File: src/rtl/pasc_pkg.sv
/*
  Package for the AFE and sleep control register bank: register addresses, field positions,
  reset values and the sleep and clock-select state types.
  Assumes a 5-bit management register address and 16-bit register data.
*/
package pasc_pkg;
  localparam logic [4:0] AddrAfeZero = 5'h11;
  localparam logic [4:0] AddrAfeOne = 5'h12;
  localparam logic [4:0] AddrAfeTwo = 5'h13;
  localparam logic [4:0] AddrAfeThree = 5'h14;

  localparam int BitPdSlowOsc = 6;
  localparam int TrimHi = 15;
  localparam int TrimLo = 12;
  localparam int BitDetThresh = 15;
  localparam int BitSleepSlowOsc = 0;
  localparam int BitSleepMethod = 6;
  localparam int BitManualSleep = 5;
  localparam int BitRetainEn = 4;
  localparam int BitSleepEnable = 3;

  localparam logic [15:0] ResetAfeZero = 16'h0000;
  localparam logic [15:0] ResetAfeOne = 16'h0000;
  localparam logic [15:0] ResetAfeTwo = 16'h0000;
  localparam logic [15:0] ResetAfeThree = 16'h0000;
  // bits of 13h that have a retained copy: 9:8 and 1:0
  localparam logic [15:0] RetainMaskTwo = 16'h0303;

  // cycles a clock source is kept low around a switch
  localparam int SwitchQuiet = 2;

  typedef enum logic [1:0] {PascAwake, PascSleep} pasc_sleep_e;
  typedef enum logic [1:0] {PascUseRef, PascDrainRef, PascUseSlow, PascDrainSlow} pasc_clk_e;
endpackage

File: src/rtl/pasc_clk_if.sv
/*
  Interface between the register bank and its clock selector.
  Assumes one management clock; carries the request and the resulting selection.
*/
`timescale 1ns/1ps
`default_nettype none
interface pasc_clk_if;
  logic wantSlow;
  logic slowActive;
  logic gateRef;
  logic gateSlow;
  modport ctrl (output wantSlow, input slowActive, input gateRef, input gateSlow);
  modport sel (input wantSlow, output slowActive, output gateRef, output gateSlow);
endinterface
`default_nettype wire

File: src/rtl/pasc_clk_select.sv
/*
  Clock source selector: moves between reference clock and slow oscillator with both gates
  low for a quiet period, so no shortened pulse reaches the core.
  Assumes gates are applied to clean, low-phase-latched clock gates downstream.
*/
`timescale 1ns/1ps
`default_nettype none
module pasc_clk_select (
  // system
  input wire logic clock,
  input wire logic reset_n,
  // control
  pasc_clk_if.sel clk
);
  typedef struct packed {
    pasc_pkg::pasc_clk_e state;
    logic [3:0] quiet;
    logic gateRef;
    logic gateSlow;
  } pasc_sel_s;

  pasc_sel_s cur, next_cur;

  initial begin
    if (pasc_pkg::SwitchQuiet < 1 || pasc_pkg::SwitchQuiet > 15) $error("bad quiet count");
  end

  always_comb begin
    next_cur = cur;
    unique case (cur.state)
      pasc_pkg::PascUseRef: begin
        if (clk.wantSlow) begin
          next_cur.state = pasc_pkg::PascDrainRef;
          next_cur.gateRef = 1'b0;
          next_cur.quiet = 4'(pasc_pkg::SwitchQuiet);
        end
      end
      pasc_pkg::PascDrainRef: begin
        if (cur.quiet > 4'h1) begin
          next_cur.quiet = cur.quiet - 4'h1;
        end else begin
          next_cur.state = pasc_pkg::PascUseSlow;
          next_cur.gateSlow = 1'b1;
        end
      end
      pasc_pkg::PascUseSlow: begin
        if (!clk.wantSlow) begin
          next_cur.state = pasc_pkg::PascDrainSlow;
          next_cur.gateSlow = 1'b0;
          next_cur.quiet = 4'(pasc_pkg::SwitchQuiet);
        end
      end
      pasc_pkg::PascDrainSlow: begin
        if (cur.quiet > 4'h1) begin
          next_cur.quiet = cur.quiet - 4'h1;
        end else begin
          next_cur.state = pasc_pkg::PascUseRef;
          next_cur.gateRef = 1'b1;
        end
      end
    endcase
  end

  always_ff @(posedge clock) begin
    if (!reset_n) begin
      cur <= '{state: pasc_pkg::PascUseRef, quiet: 4'h0, gateRef: 1'b1, gateSlow: 1'b0};
    end else begin
      cur <= next_cur;
    end
  end

  assign clk.gateRef = cur.gateRef;
  assign clk.gateSlow = cur.gateSlow;
  assign clk.slowActive = cur.gateSlow;

  property p_no_overlap;
    @(posedge clock) disable iff (!reset_n) !(cur.gateRef && cur.gateSlow);
  endproperty
  a_no_overlap: assert property (p_no_overlap) else $error("both clock gates open");

  property p_quiet_gap;
    @(posedge clock) disable iff (!reset_n) $fell(cur.gateRef) |-> !cur.gateSlow [*2];
  endproperty
  a_quiet_gap: assert property (p_quiet_gap) else $error("slow gate opened too soon");
endmodule
`default_nettype wire

File: src/rtl/pasc_regs.sv
/*
  AFE control and sleep register bank (11h to 14h) with sleep state and clock source control.
  Assumes the serial management engine presents one-cycle read and write strobes with a
  5-bit register address; reads answer on the next cycle.
*/
// Contract
// - power-down slow-oscillator bit swaps the reference for the slow oscillator
// - transmit trim field 15:12 resets to 0000; 1000 largest, 0111 smallest
// - bit 15 of 13h enables high detector threshold; resets to 0
// - sleep slow-oscillator bit runs slow oscillator in ultra-deep sleep
// - method bit 1: enter sleep only by manual sleep bit
// - method bit 0, reset value: enter sleep automatically on no cable energy
// - manual sleep bit 1 enters standby under host method; resets to 0
// - sleep ends only on hardware reset; clearing bit does not wake
// - retained-copy bit enables retained copy of 14h and 13h bits 9:8,1:0
// - bit 3 of 14h enables sleep; cleared forces energy indicator true
`timescale 1ns/1ps
`default_nettype none
module pasc_regs #(
  parameter int DataWidth = 16
) (
  // system
  input wire logic clock,
  input wire logic reset_n,
  // management register access
  input wire logic regWrite,
  input wire logic regRead,
  input wire logic [4:0] regAddr,
  input wire logic [DataWidth-1:0] regWdata,
  output logic [DataWidth-1:0] regRdata,
  output logic regRvalid,
  // power and cable status
  input wire logic powerDown,
  input wire logic energyDetected,
  // analog and sleep controls
  output logic [3:0] fastTxLevelTrim,
  output logic detectorHighThreshold,
  output logic cableEnergyIndicator,
  output logic ultraDeepSleep,
  output logic retainedCopyEnable,
  output logic [DataWidth-1:0] retainedSleepCopy,
  output logic [3:0] retainedDetectorBits,
  output logic slowOscActive,
  output logic refClockGate,
  output logic slowClockGate
);
  typedef struct packed {
    logic [15:0] afeZero;
    logic [15:0] afeOne;
    logic [15:0] afeTwo;
    logic [15:0] afeThree;
    logic [15:0] retainThree;
    logic [3:0] retainTwo;
    pasc_pkg::pasc_sleep_e sleep;
    logic [15:0] rdata;
    logic rvalid;
    logic energyInd;
    logic wantSlow;
    logic [3:0] trimOut;
    logic threshOut;
  } pasc_regs_s;

  pasc_regs_s cur, next_cur;
  pasc_clk_if clkSel ();

  initial begin
    if (DataWidth != 16) $error("register width must be 16");
  end

  function automatic logic [15:0] write_field(input logic [15:0] old, input logic [15:0] val);
    write_field = val | (old & 16'h0000);
  endfunction

  always_comb begin
    next_cur = cur;
    next_cur.rvalid = 1'b0;
    if (regWrite) begin
      unique case (regAddr)
        pasc_pkg::AddrAfeZero: next_cur.afeZero = write_field(cur.afeZero, regWdata);
        pasc_pkg::AddrAfeOne: next_cur.afeOne = write_field(cur.afeOne, regWdata);
        pasc_pkg::AddrAfeTwo: next_cur.afeTwo = write_field(cur.afeTwo, regWdata);
        pasc_pkg::AddrAfeThree: next_cur.afeThree = write_field(cur.afeThree, regWdata);
        default: next_cur.rvalid = 1'b0;
      endcase
    end
    if (regRead) begin
      next_cur.rvalid = 1'b1;
      unique case (regAddr)
        pasc_pkg::AddrAfeZero: next_cur.rdata = cur.afeZero;
        pasc_pkg::AddrAfeOne: next_cur.rdata = cur.afeOne;
        pasc_pkg::AddrAfeTwo: next_cur.rdata = cur.afeTwo;
        pasc_pkg::AddrAfeThree: next_cur.rdata = cur.afeThree;
        default: next_cur.rdata = 16'h0000;
      endcase
    end
    if (cur.afeThree[pasc_pkg::BitRetainEn]) begin
      next_cur.retainThree = cur.afeThree;
      next_cur.retainTwo = {cur.afeTwo[9:8], cur.afeTwo[1:0]};
    end
    next_cur.trimOut = cur.afeOne[pasc_pkg::TrimHi:pasc_pkg::TrimLo];
    next_cur.threshOut = cur.afeTwo[pasc_pkg::BitDetThresh];
    next_cur.energyInd = cur.afeThree[pasc_pkg::BitSleepEnable] ? energyDetected : 1'b1;
    // entry is sticky; only reset_n leaves it
    unique case (cur.sleep)
      pasc_pkg::PascAwake: begin
        if (cur.afeThree[pasc_pkg::BitSleepEnable]) begin
          if (cur.afeThree[pasc_pkg::BitSleepMethod]) begin
            if (cur.afeThree[pasc_pkg::BitManualSleep]) next_cur.sleep = pasc_pkg::PascSleep;
          end else if (!energyDetected) begin
            next_cur.sleep = pasc_pkg::PascSleep;
          end
        end
      end
      pasc_pkg::PascSleep: next_cur.sleep = pasc_pkg::PascSleep;
      default: next_cur.sleep = pasc_pkg::PascAwake;
    endcase
    next_cur.wantSlow = (powerDown && cur.afeZero[pasc_pkg::BitPdSlowOsc]) ||
      (cur.sleep == pasc_pkg::PascSleep && cur.afeTwo[pasc_pkg::BitSleepSlowOsc]);
  end

  always_ff @(posedge clock) begin
    if (!reset_n) begin
      cur <= '{afeZero: pasc_pkg::ResetAfeZero, afeOne: pasc_pkg::ResetAfeOne,
               afeTwo: pasc_pkg::ResetAfeTwo, afeThree: pasc_pkg::ResetAfeThree,
               retainThree: 16'h0000, retainTwo: 4'h0, sleep: pasc_pkg::PascAwake,
               rdata: 16'h0000, rvalid: 1'b0, energyInd: 1'b1, wantSlow: 1'b0,
               trimOut: 4'h0, threshOut: 1'b0};
    end else begin
      cur <= next_cur;
    end
  end

  assign clkSel.wantSlow = cur.wantSlow;

  pasc_clk_select u_select (
    .clock(clock),
    .reset_n(reset_n),
    .clk(clkSel.sel)
  );

  assign regRdata = cur.rdata;
  assign regRvalid = cur.rvalid;
  assign fastTxLevelTrim = cur.trimOut;
  assign detectorHighThreshold = cur.threshOut;
  assign cableEnergyIndicator = cur.energyInd;
  assign ultraDeepSleep = (cur.sleep == pasc_pkg::PascSleep);
  assign retainedCopyEnable = cur.afeThree[pasc_pkg::BitRetainEn];
  assign retainedSleepCopy = cur.retainThree;
  assign retainedDetectorBits = cur.retainTwo;
  assign slowOscActive = clkSel.slowActive;
  assign refClockGate = clkSel.gateRef;
  assign slowClockGate = clkSel.gateSlow;

  property p_sleep_sticky;
    @(posedge clock) disable iff (!reset_n) ultraDeepSleep |=> ultraDeepSleep;
  endproperty
  a_sleep_sticky: assert property (p_sleep_sticky) else $error("sleep left without reset");

  property p_manual_entry;
    @(posedge clock) disable iff (!reset_n)
      (!ultraDeepSleep && cur.afeThree[3] && cur.afeThree[6] && cur.afeThree[5]) |=> ultraDeepSleep;
  endproperty
  a_manual_entry: assert property (p_manual_entry) else $error("manual sleep not entered");

  property p_host_only;
    @(posedge clock) disable iff (!reset_n)
      (!ultraDeepSleep && cur.afeThree[6] && !cur.afeThree[5]) |=> !ultraDeepSleep;
  endproperty
  a_host_only: assert property (p_host_only) else $error("sleep entered without manual bit");

  property p_auto_entry;
    @(posedge clock) disable iff (!reset_n)
      (cur.afeThree[3] && !cur.afeThree[6] && !energyDetected) |=> ultraDeepSleep;
  endproperty
  a_auto_entry: assert property (p_auto_entry) else $error("automatic sleep missed");

  property p_indicator_forced;
    @(posedge clock) disable iff (!reset_n) !cur.afeThree[3] |=> cableEnergyIndicator;
  endproperty
  a_indicator_forced: assert property (p_indicator_forced) else $error("indicator not forced");

  property p_trim_follows;
    @(posedge clock) disable iff (!reset_n)
      (regWrite && regAddr == 5'h12) |=> ##1 fastTxLevelTrim == $past(regWdata[15:12], 2);
  endproperty
  a_trim_follows: assert property (p_trim_follows) else $error("trim not applied");

  property p_thresh_follows;
    @(posedge clock) disable iff (!reset_n)
      (regWrite && regAddr == 5'h13) |=> ##1 detectorHighThreshold == $past(regWdata[15], 2);
  endproperty
  a_thresh_follows: assert property (p_thresh_follows) else $error("threshold not applied");

  property p_pd_slow;
    @(posedge clock) disable iff (!reset_n)
      (powerDown && cur.afeZero[6] && !slowOscActive) |-> ##[1:6] slowOscActive;
  endproperty
  a_pd_slow: assert property (p_pd_slow) else $error("slow oscillator not selected");

  property p_sleep_slow;
    @(posedge clock) disable iff (!reset_n)
      (ultraDeepSleep && cur.afeTwo[0] && !powerDown) |-> ##[0:6] slowOscActive;
  endproperty
  a_sleep_slow: assert property (p_sleep_slow) else $error("sleep slow clock missing");

  property p_retain;
    @(posedge clock) disable iff (!reset_n) cur.afeThree[4] |=> retainedSleepCopy == $past(cur.afeThree);
  endproperty
  a_retain: assert property (p_retain) else $error("retained copy stale");

  property p_trim_reset;
    @(posedge clock) disable iff (!reset_n)
      $rose(reset_n) |-> fastTxLevelTrim == pasc_pkg::ResetAfeOne[pasc_pkg::TrimHi:pasc_pkg::TrimLo];
  endproperty
  a_trim_reset: assert property (p_trim_reset) else $error("trim not nominal after reset");

  property p_thresh_reset;
    @(posedge clock) disable iff (!reset_n)
      $rose(reset_n) |-> detectorHighThreshold == pasc_pkg::ResetAfeTwo[pasc_pkg::BitDetThresh];
  endproperty
  a_thresh_reset: assert property (p_thresh_reset) else $error("threshold set after reset");

  property p_sleep_reset;
    @(posedge clock) disable iff (!reset_n)
      $rose(reset_n) |-> !ultraDeepSleep;
  endproperty
  a_sleep_reset: assert property (p_sleep_reset) else $error("still asleep after reset");

  property p_trim_stable;
    @(posedge clock) disable iff (!reset_n)
      $changed(fastTxLevelTrim) |-> $past(regWrite, 2) && $past(regAddr, 2) == pasc_pkg::AddrAfeOne;
  endproperty
  a_trim_stable: assert property (p_trim_stable) else $error("trim changed without write");

  property p_thresh_stable;
    @(posedge clock) disable iff (!reset_n)
      $changed(detectorHighThreshold) |-> $past(regWrite, 2) && $past(regAddr, 2) == pasc_pkg::AddrAfeTwo;
  endproperty
  a_thresh_stable: assert property (p_thresh_stable) else $error("threshold changed without write");

  property p_trim_readback;
    @(posedge clock) disable iff (!reset_n)
      (regRead && regAddr == pasc_pkg::AddrAfeOne) |=> regRvalid && regRdata[15:12] == $past(cur.afeOne[15:12]);
  endproperty
  a_trim_readback: assert property (p_trim_readback) else $error("trim read back wrong");

  property p_energy_follows;
    @(posedge clock) disable iff (!reset_n)
      cur.afeThree[pasc_pkg::BitSleepEnable] |=> cableEnergyIndicator == $past(energyDetected);
  endproperty
  a_energy_follows: assert property (p_energy_follows) else $error("indicator not following energy");

  property p_no_sleep_disabled;
    @(posedge clock) disable iff (!reset_n)
      (!ultraDeepSleep && !cur.afeThree[pasc_pkg::BitSleepEnable]) |=> !ultraDeepSleep;
  endproperty
  a_no_sleep_disabled: assert property (p_no_sleep_disabled) else $error("sleep entered while disabled");

  property p_retain_hold;
    @(posedge clock) disable iff (!reset_n)
      !cur.afeThree[pasc_pkg::BitRetainEn] |=> $stable(retainedSleepCopy) && $stable(retainedDetectorBits);
  endproperty
  a_retain_hold: assert property (p_retain_hold) else $error("retained copy moved while off");

  property p_retain_bits;
    @(posedge clock) disable iff (!reset_n)
      cur.afeThree[pasc_pkg::BitRetainEn] |=> retainedDetectorBits == {$past(cur.afeTwo[9:8]), $past(cur.afeTwo[1:0])};
  endproperty
  a_retain_bits: assert property (p_retain_bits) else $error("retained detector bits stale");

  property p_ref_kept;
    @(posedge clock) disable iff (!reset_n)
      ((!powerDown || !cur.afeZero[pasc_pkg::BitPdSlowOsc]) &&
        !(ultraDeepSleep && cur.afeTwo[pasc_pkg::BitSleepSlowOsc])) |=> !cur.wantSlow;
  endproperty
  a_ref_kept: assert property (p_ref_kept) else $error("slow clock requested while clear");
endmodule
`default_nettype wire

File: config.mk
export PLATFORM = sky130hd
export DESIGN_NAME = pasc_regs
export DESIGN_NICKNAME = d
export VERILOG_FILES = /design/src/rtl/pasc_pkg.sv /design/src/rtl/pasc_clk_if.sv /design/src/rtl/pasc_clk_select.sv /design/src/rtl/pasc_regs.sv
export SDC_FILE = /design/constraint.sdc
export NUM_CORES = 1
export LEC_CHECK = 0
export BUFFER_PORTS_ARGS = -buffer_cell sky130_fd_sc_hd__buf_2
export CORE_ASPECT_RATIO = 1.25
export CORE_MARGIN = 10
export CORE_UTILIZATION = 50
export DETAILED_ROUTE_END_ITERATION = 10
export PLACE_DENSITY = 0.76
export SLEW_MARGIN = 20
export SYNTH_ARGS = -nofsm -noshare
export SYNTH_HDL_FRONTEND = slang
export SYNTH_HIERARCHICAL = 1
export SYNTH_SLANG_ARGS = --single-unit
File: constraint.sdc
create_clock -name clock -period 3.2 [get_ports clock]
set_clock_uncertainty 0.2 [all_clocks]
set_input_delay 0.32 -clock clock [delete_from_list [all_inputs] [get_ports clock]]
set_output_delay 0.32 -clock clock [all_outputs]
set_load 0.05 [all_outputs]
==> results.ini, run 1 <==
[run_status]
status = finished clean

[power]
peakVddDrop_v = 0.000399
internal_power_uw = 3090
power_switching_uw = 796
power_frac_clock_pct = 56.0
power_frac_seq_pct = 38.2
power_per_cell_area_nw_per_um2 = 611
leakagePower_uw = 0.00316
comb_power_share_pct = 5.7
switching_share_pct = 20.5

[cts]
htree_levels = 4
clock_latency_ns = 0.41
ctsResizeCount = 0
clk_pin_slew_ns = 0.05
cts_tree = yes
cts-root-buf = clkbuf_16
clock-sinks = 117
cts_buffer_depth = 2
cts_inserted_buffers = 17

[layout]
synthToLayoutAreaGrowth_pct = 13.7
layout.cells.non_filler = 752
drive_gt1_share_pct = 22.0
layout.nets = 638
layout_commonest_cell = dfxtp_1
diodes = 0
final_cell_mix = dfxtp_1, nand2_1, mux2i_1, buf_2, and3b_1

[placement]
pre_cts_slack_ns = 0.889
post-dp-hpwl_um = 8750
dp_cells = 719
io_buffers = 74
routabilityCongestion = 0.819

[sta]
setup_ws_ns = 1.05
max_slew.worst_pin.slew_ns = 0.782
rsz0062_at_grt = no
hold_viol = 0
fin_setup_tns_ns = 0
finalCriticalPeriod_ns = 2.15
setup_viol = 0
fin_crit_sh_pct = 67.2
clock.fmax_ghz = 0.465
slew_viol_final = 0
slew_headroom_pct = 47.8

[setup_path]
crit_type = flop to output pin
rr_endpoint = u_select/cur[4]
path_cells = buf_2
cp_num_buf_inv = 1
worst_ep_arrival_time_ns = 1.63
worst_path_largest_cell_delay_ns = 0.82
cp_top_family = flip-flops
cp-end-kind = output pin
cp-endpoint = retainedCopyEnable
critical_path_depth = 1
rr_worst_depth = 5
critical-path-slowest-cell = dfxtp_1
cp-startpoint = retainedCopyEnable
reg2reg_from = u_select/cur[6]
r2r_slack_ns = 1.36
crit_required_ns = 2.68
worst_setup_path_start_kind = flop
crit_fanout = 13

[synthesis]
synth_seq_cells = 117
syn_nets = 620
ys.flop_type = dfxtp_1
avgSynthCellArea_um2 = 9.56
yosysWarnings = 6
synth-seq-area-share_pct = 41.8
synth_edf_count = 0
synthCells = 586
syn-cell-area_um2 = 5600
yosys.cell_types.count = 44
async_flop_share_pct = 0

[routing]
drt_wl_total_um = 12700
route.vias.total = 4098
drc_errors = 0
dr.pass1.iters = 5
postRouteAntennaNets = 0
wl_per_cell_um = 16.9
viasPerCell = 5.45
first_iter_violations = 270

[hold_path]
hold_depth = 3
hold_path.class = primary input to flop

[floorplan]
dieWidth_um = 115
rows = 43
initial_core_util_pct = 50.8
core-area_um2 = 11000
dieArea_um2 = 15900
die_y_um = 138
ios = 75

[global_route]
gr-total-overflow = 0
grt_start_max_net_pins = 52
antenna_found_initial = 0
grt_pass1_vias = 3991
grtUsageTotal_pct = 15.9
grt_pass1_wl_um = 20400

[run]
drv_cap = 0

==> flip-flops by register name (all words and copies together), names as in the netlist, 4 cells and up <==
register / count
regRdata: 16
retainedSleepCopy: 16
retainedDetectorBits: 4
u_select/cur: 6
cur: 64
fastTxLevelTrim: 4
==> routing by layer <==
| layer | up-vias | GRT usage, % | wire length, µm |
|---|---|---|---|
| met2 | 108 | 24.2 | 5900 |
| met4 | 0 | 5.49 | 170 |
| met3 | 12 | 5.54 | 737 |
| met5 | - | 0 | 0 |
| met1 | 1944 | 20.1 | 5910 |
| li1 | 2034 | - | - |
==> power groups by stage <==
| stage | sequential, µW | combinational [µW] | clock [µW] |
|---|---|---|---|
| 6_report | 1490 | 223 | 2180 |
| 5_1_grt | 1490 | 244 | 2270 |
| 4_1_cts | 1490 | 220 | 2210 |
| 3_5_place_dp | 1520 | 219 | 0 |
| 3_3_place_gp | 1520 | 213 | 0 |
| 2_1_floorplan | 1530 | 153 | 0 |
==> timing repair <==
action | in CTS | in global routing
hold buffers | 1 | 0
buffers inserted | 0 | 0
hold endpoints to repair | 1 | 0
==> how the worst min path moves through the flow <==
stage,start,endpoint
global route,powerDown,clkSel.wantSlow
CTS,powerDown,clkSel.wantSlow
detailed placement,retainedSleepCopy[4],retainedSleepCopy[4]
global placement,retainedSleepCopy[4],retainedSleepCopy[4]
floorplan,cur[49],cableEnergyIndicator
finish,powerDown,clkSel.wantSlow
==> metrics by stage <==
step	hold slack (ns)	util [%]	power, µW	area [µm²]
2_1_floorplan	0.213	-	1680	5600
3_3_place_gp	0.234	51.4	1730	5670
3_5_place_dp	0.241	51.4	1740	5670
4_1_cts	0.0252	57.7	3910	6360
5_1_grt	0.0390	57.7	4000	6370
6_report	0.0411	57.7	3890	6370
==> cell families (layout without fill, tap and decap cells) <==
family / count (synthesis) / in the layout / share of synthesized area, %
simple gates: 179 / 179 / 19.1
fa+ha+maj: 7 / 7 / 1.56
compound gates: 87 / 87 / 8.69
buf+inv: 94 / 125 / 10.2
mux: 102 / 102 / 18.7
flops: 117 / 117 / 41.8
==> synth_stat cells, types with 2 or more instances <==
cell,number,area (µm²)
nor2b_1,20,125
a31oi_1,17,106
and3b_1,48,420
dfxtp_1,117,2340
nor3b_2,2,25.0
buf_6,7,78.8
nor3_1,3,15.0
and2_1,2,12.5
ha_1,7,87.6
buf_2,9,45.0
nand2_1,86,323
mux2_2,16,180
nor2_1,2,7.51
o21ai_0,12,60.1
nand4b_1,2,17.5
o21a_1,2,15.0
o21ai_1,12,60.1
inv_1,10,37.5
clkbuf_1,26,97.6
buf_4,41,308
mux2i_1,85,851
a21oi_1,36,180
or3_1,3,18.8
==> area by class of cell <==
type / instances / area (µm²)
clock buffers: 24 / 492
clock inverters: 8 / 193
fillers: 909 / 4660
inverters: 10 / 37.5
multi-input cells: 375 / 2690
flip-flops and latches: 117 / 2340
well taps: 135 / 169
repair buffers: 83 / 443
(Power assumes the default switching activity.)
==> run 2, diff against run 1 <==
ABC_AREA = 1   (was default)
PLACE_DENSITY = 0.79   (was 0.76)
clock period = 1.94 ns   (was 3.2 ns; I/O delays follow)
==> results.ini, run 2 <==
[run_status]
status = finished clean

[power]
leakagePower_uw = 0.00278
peakVddDrop_v = 0.000640
power_uw = 6600
power_frac_seq_pct = 38.9
power_per_cell_area_nw_per_um2 = 1080
power_frac_clock_pct = 44.1
internal_power_uw = 4770
switching_share_pct = 27.6
comb_power_share_pct = 17.0
power_switching_uw = 1820

[layout]
top_register = cur
layout.nets = 747
largest_reg_flops = 64
n_fill_cell = 852
drive_gt1_share_pct = 19.0
final_area_um2 = 6110
final_cell_mix = dfxtp_1, a21oi_1, nand2_1, buf_2, o21ai_0
diodes = 0
layout_commonest_cell = dfxtp_1
fin_util_pct = 60.5
synthToLayoutAreaGrowth_pct = 18.3

[synthesis]
async_flop_share_pct = 0
synth_top_area_share_pct = 45.3
avgSynthCellArea_um2 = 7.74
synthTopCellsByArea = dfxtp_1, a21oi_1, buf_4
synth_edf_count = 0
syn-cell-area_um2 = 5170
yosys.cell_types.count = 24
synthCells = 668
synth_seq_cells = 117
yosys-top-cells-count = dfxtp_1, a21oi_1, nand2_1, o21ai_0, inv_1
synth.most_common_cell = dfxtp_1
syn_nets = 702
yosysTopAreaCell = dfxtp_1
ys.flop_type = dfxtp_1
synth-seq-area-share_pct = 45.3
yosysWarnings = 6

[setup_path]
cp-end-kind = output pin
rr_worst_depth = 8
crit_type = flop to output pin
worst_ep_arrival_time_ns = 1.34
crit_required_ns = 1.55
crit_fanout = 18
worst_setup_path_start_kind = flop

[floorplan]
initial_core_util_pct = 51.1
dieWidth_um = 111
dieArea_um2 = 14800
rows = 41
core-area_um2 = 10100
die_y_um = 134
ios = 75

[routing]
first_iter_violations = 554
wl_per_cell_um = 16.0
dr.pass1.iters = 6
postRouteAntennaNets = 0
viasPerCell = 5.55
drt_wl_total_um = 13700
drc_errors = 0
route.vias.total = 4745

[cts]
cts_buffer_depth = 2
clock_latency_ns = 0.41
ctsResizeCount = 0
cts-root-buf = clkbuf_16
cts_inserted_buffers = 17
htree_levels = 4
clock-sinks = 117
cts_tree = yes
clk_pin_slew_ns = 0.05

[hold_path]
hold_depth = 3
hold_path.class = primary input to flop

[global_route]
antenna_found_initial = 0
grt_pass1_wl_um = 22300
gr-total-overflow = 0
grt_start_max_net_pins = 64
grt_pass1_vias = 4528
grtUsageTotal_pct = 18.0

[sta]
max_slew.worst_pin.slew_ns = 0.648
fin_crit_sh_pct = 89.6
slew_viol_final = 0
fin_setup_tns_ns = 0
slew_headroom_pct = 56.6
rsz0062_at_grt = no
setup_ws_ns = 0.202
setup_viol = 0
finalCriticalPeriod_ns = 1.74
clock.fmax_ghz = 0.575
hold_viol = 0

[placement]
post-dp-hpwl_um = 9290
dpl-instance-area_um2 = 5330
routabilityCongestion = 0.868
pre_cts_slack_ns = 0.239
io_buffers = 74

[run]
drv_cap = 0

==> run 2: changes by cell type after synthesis, sizes merged, moves of 5 or more <==
cell	before	now
a31oi	17	0
nand3	2	26
buf	57	62
mux2i	86	0
inv	10	60
nor2b	20	0
o21ai	24	103
nand4	1	50
nor2	2	27
a21oi	36	100
and3b	49	0
mux2	16	0
==> run 2: per-layer routing <==
metal	global-route usage (%)	vias up	share of wire, %	routed length, µm
met3	5.26	39	6.2	847
met4	7.90	0	2.8	384
met5	0	-	0	0
met2	32.9	194	53	7270
li1	-	2319	-	-
met1	18.6	2193	38	5160
==> run 2: cells by family (layout without fill, tap and decap cells) <==
family / count (synthesis) / after routing / share of synthesized area, %
AOI/OAI and AO/OA: 205 / 205 / 20.0
adders and majority gates: 7 / 7 / 1.69
buffers and inverters: 146 / 204 / 14.4
DFF: 117 / 117 / 45.3
and+or+nand+nor: 193 / 193 / 18.7
==> run 2: metrics by stage <==
stage          instances  hold WS, ns
4_1_cts              855       0.0734
3_3_place_gp         801        0.200
3_5_place_dp         801        0.205
6_report             855       0.0929
5_1_grt              855        0.116
2_1_floorplan        668       0.0785
==> run 2: area by class of cell <==
class                      count  area (µm²)  area share, %
timing repair buffer         111         728           11.9
clock inverter                 2        10.0          0.164
sequential                   117        2340           38.3
tap                          129         161           2.64
clock buffer                  30         554           9.07
inverter                      61         231           3.79
multi-input combinational    405        2090           34.1
==> run 2: power groups by stage <==
stage,registers [µW],clock network (µW),logic (µW)
after global placement,2610,0,1050
final,2570,2910,1120
after detailed placement,2610,0,1080
after global routing,2570,3060,1260
after CTS,2570,2930,1120
after floorplan,2630,0,845
==> run 2: worst paths after layout <==
path,from,end,slack (ns)
worst min register to register,cur[92],fastTxLevelTrim[2],0.25
worst min-delay path,regAddr[0],cur[62],0.09
worst max register to register,u_select/cur[6],u_select/cur[4],0.37
worst max-delay path,retainedCopyEnable,retainedCopyEnable,0.20
==> run 2: critical path, cell delays in order (launching register included) <==
cell and delay [ns]:
dfxtp_1 0.40, buf_4 0.24, buf_2 0.29
==> run 2: repair_timing <==
action	4_1_cts	5_1_grt
buffers inserted	0	0
endpoints found under the hold margin	75	0
hold buffers	22	0
==> run 3, diff against run 2 <==
RECOVER_POWER = 100   (was default)
==> results.ini, run 3 (synthesis gave the netlist of run 2 again) <==
[sta]
finalCriticalPeriod_ns = 1.75
rsz0062_at_grt = no
setup_viol = 0
max_slew.worst_pin.slew_ns = 0.642
slew_viol_final = 0
slew_headroom_pct = 57.4
hold_viol = 0
fin_setup_tns_ns = 0
fin_crit_sh_pct = 90.4
clock.fmax_ghz = 0.570

[hold_path]
hp-start = regAddr[0]
hold_path.class = primary input to flop

[routing]
route.vias.total = 4796
dr.pass1.iters = 6
viasPerCell = 5.61
drc_errors = 0
postRouteAntennaNets = 0
first_iter_violations = 470
wl_per_cell_um = 16.0
drt_wl_total_um = 13700

[setup_path]
r2r_slack_ns = 0.23
path_cells = buf_4 > clkbuf_2
reg2reg_from = u_select/cur[6]
crit_required_ns = 1.55
cp-startpoint = retainedCopyEnable
crit_type = flop to output pin
crit_fanout = 18
cp-end-kind = output pin
critical-path-slowest-cell = dfxtp_1
worst_path_largest_cell_delay_ns = 0.40
worst_setup_path_start_kind = flop
worst_ep_arrival_time_ns = 1.36

[floorplan]
ios = 75
dieWidth_um = 111
initial_core_util_pct = 51.1
dieArea_um2 = 14800
die_y_um = 134
rows = 41
core-area_um2 = 10100

[layout]
top_register = cur
diodes = 0
synthToLayoutAreaGrowth_pct = 16.7
layout.nets = 747
final_cell_mix = dfxtp_1, a21oi_1, o21ai_0, nand2_1, inv_1
largest_reg_flops = 64
drive_gt1_share_pct = 12.0
layout_commonest_cell = dfxtp_1
n_fill_cell = 880
layout.cells.non_filler = 855

[cts]
cts_buffer_depth = 2
post_cts_buffers = 0
cts_tree = yes
clock_latency_ns = 0.41
ctsResizeCount = 0
cts-root-buf = clkbuf_16
clock-sinks = 117
htree_levels = 4
clk_pin_slew_ns = 0.05
postCtsHoldBufs = 22
cts_inserted_buffers = 17

[global_route]
grtUsageTotal_pct = 18.0
antenna_found_initial = 0
grt_start_max_net_pins = 64
grt_pass1_wl_um = 22300
grt_pass1_vias = 4528
gr-total-overflow = 0

[placement]
io_buffers = 74
routabilityCongestion = 0.868
dp_cells = 801
post-dp-hpwl_um = 9290

[power]
leakagePower_uw = 0.00257
power_per_cell_area_nw_per_um2 = 1090
peakVddDrop_v = 0.000634

[run]
drv_cap = 0

[run_status]
status = finished clean

-- run 3: changes by cell type in the layout (fill, tap and decap cells not counted), moves of 2 or more --
cell and change:
buf_2 -49, buf_4 -2, clkbuf_1 +48, clkbuf_2 +3
o21ai_0 +29, o21ai_1 -29
-- run 3: worst paths after layout --
kind                                           end  depth (start not counted)
worst max-delay path            retainedCopyEnable                          2
worst min-delay path                       cur[62]                          3
worst max register to register     u_select/cur[4]                          8
worst min register to register  fastTxLevelTrim[2]                          2
-- run 3: final cells by class --
cell class              instances  area (µm²)  share of cell area [%]
inverters                      61         229                    3.80
flip-flops and latches        117        2340                    38.8
clock buffers                  30         554                    9.19
clock inverters                 2        10.0                   0.166
repair buffers                111         663                    11.0
multi-input cells             405        2070                    34.3
well taps                     129         161                    2.68
-- run 3: critical path: cells and delay by family, from the launching register on --
kind                   cells  cell delay (ns)
buffers and inverters      2             0.55
flip-flops                 1             0.40
-- run 3: where the power goes --
| group | switching [µW] | internal (µW) | leakage, µW | total (µW) |
|---|---|---|---|---|
| combinational | 731 | 362 | 0.00134 | 1090 |
| sequential | 69.9 | 2500 | 0.000945 | 2570 |
| clock | 1000 | 1900 | 0.000281 | 2900 |
-- run 3: stage by stage --
step	area, µm²	utilization [%]	hold slack (ns)	total power (µW)	worst slack [ns]
after global placement	5330	52.7	0.200	3660	0.312
after global routing	6030	59.7	0.100	6870	0.0973
after floorplan	5170	-	0.0785	3480	0.295
after detailed placement	5330	52.7	0.205	3690	0.239
after CTS	6110	60.5	0.0734	6610	0.195
final	6030	59.7	0.0775	6560	0.187
-- run 3: layer usage --
metal,GRT usage (%),share of wire (%),vias up
met5,0,0,-
met4,7.90,2.7,0
met3,5.26,6.0,37
met2,32.9,54,203
met1,18.6,37,2243
li1,-,-,2313
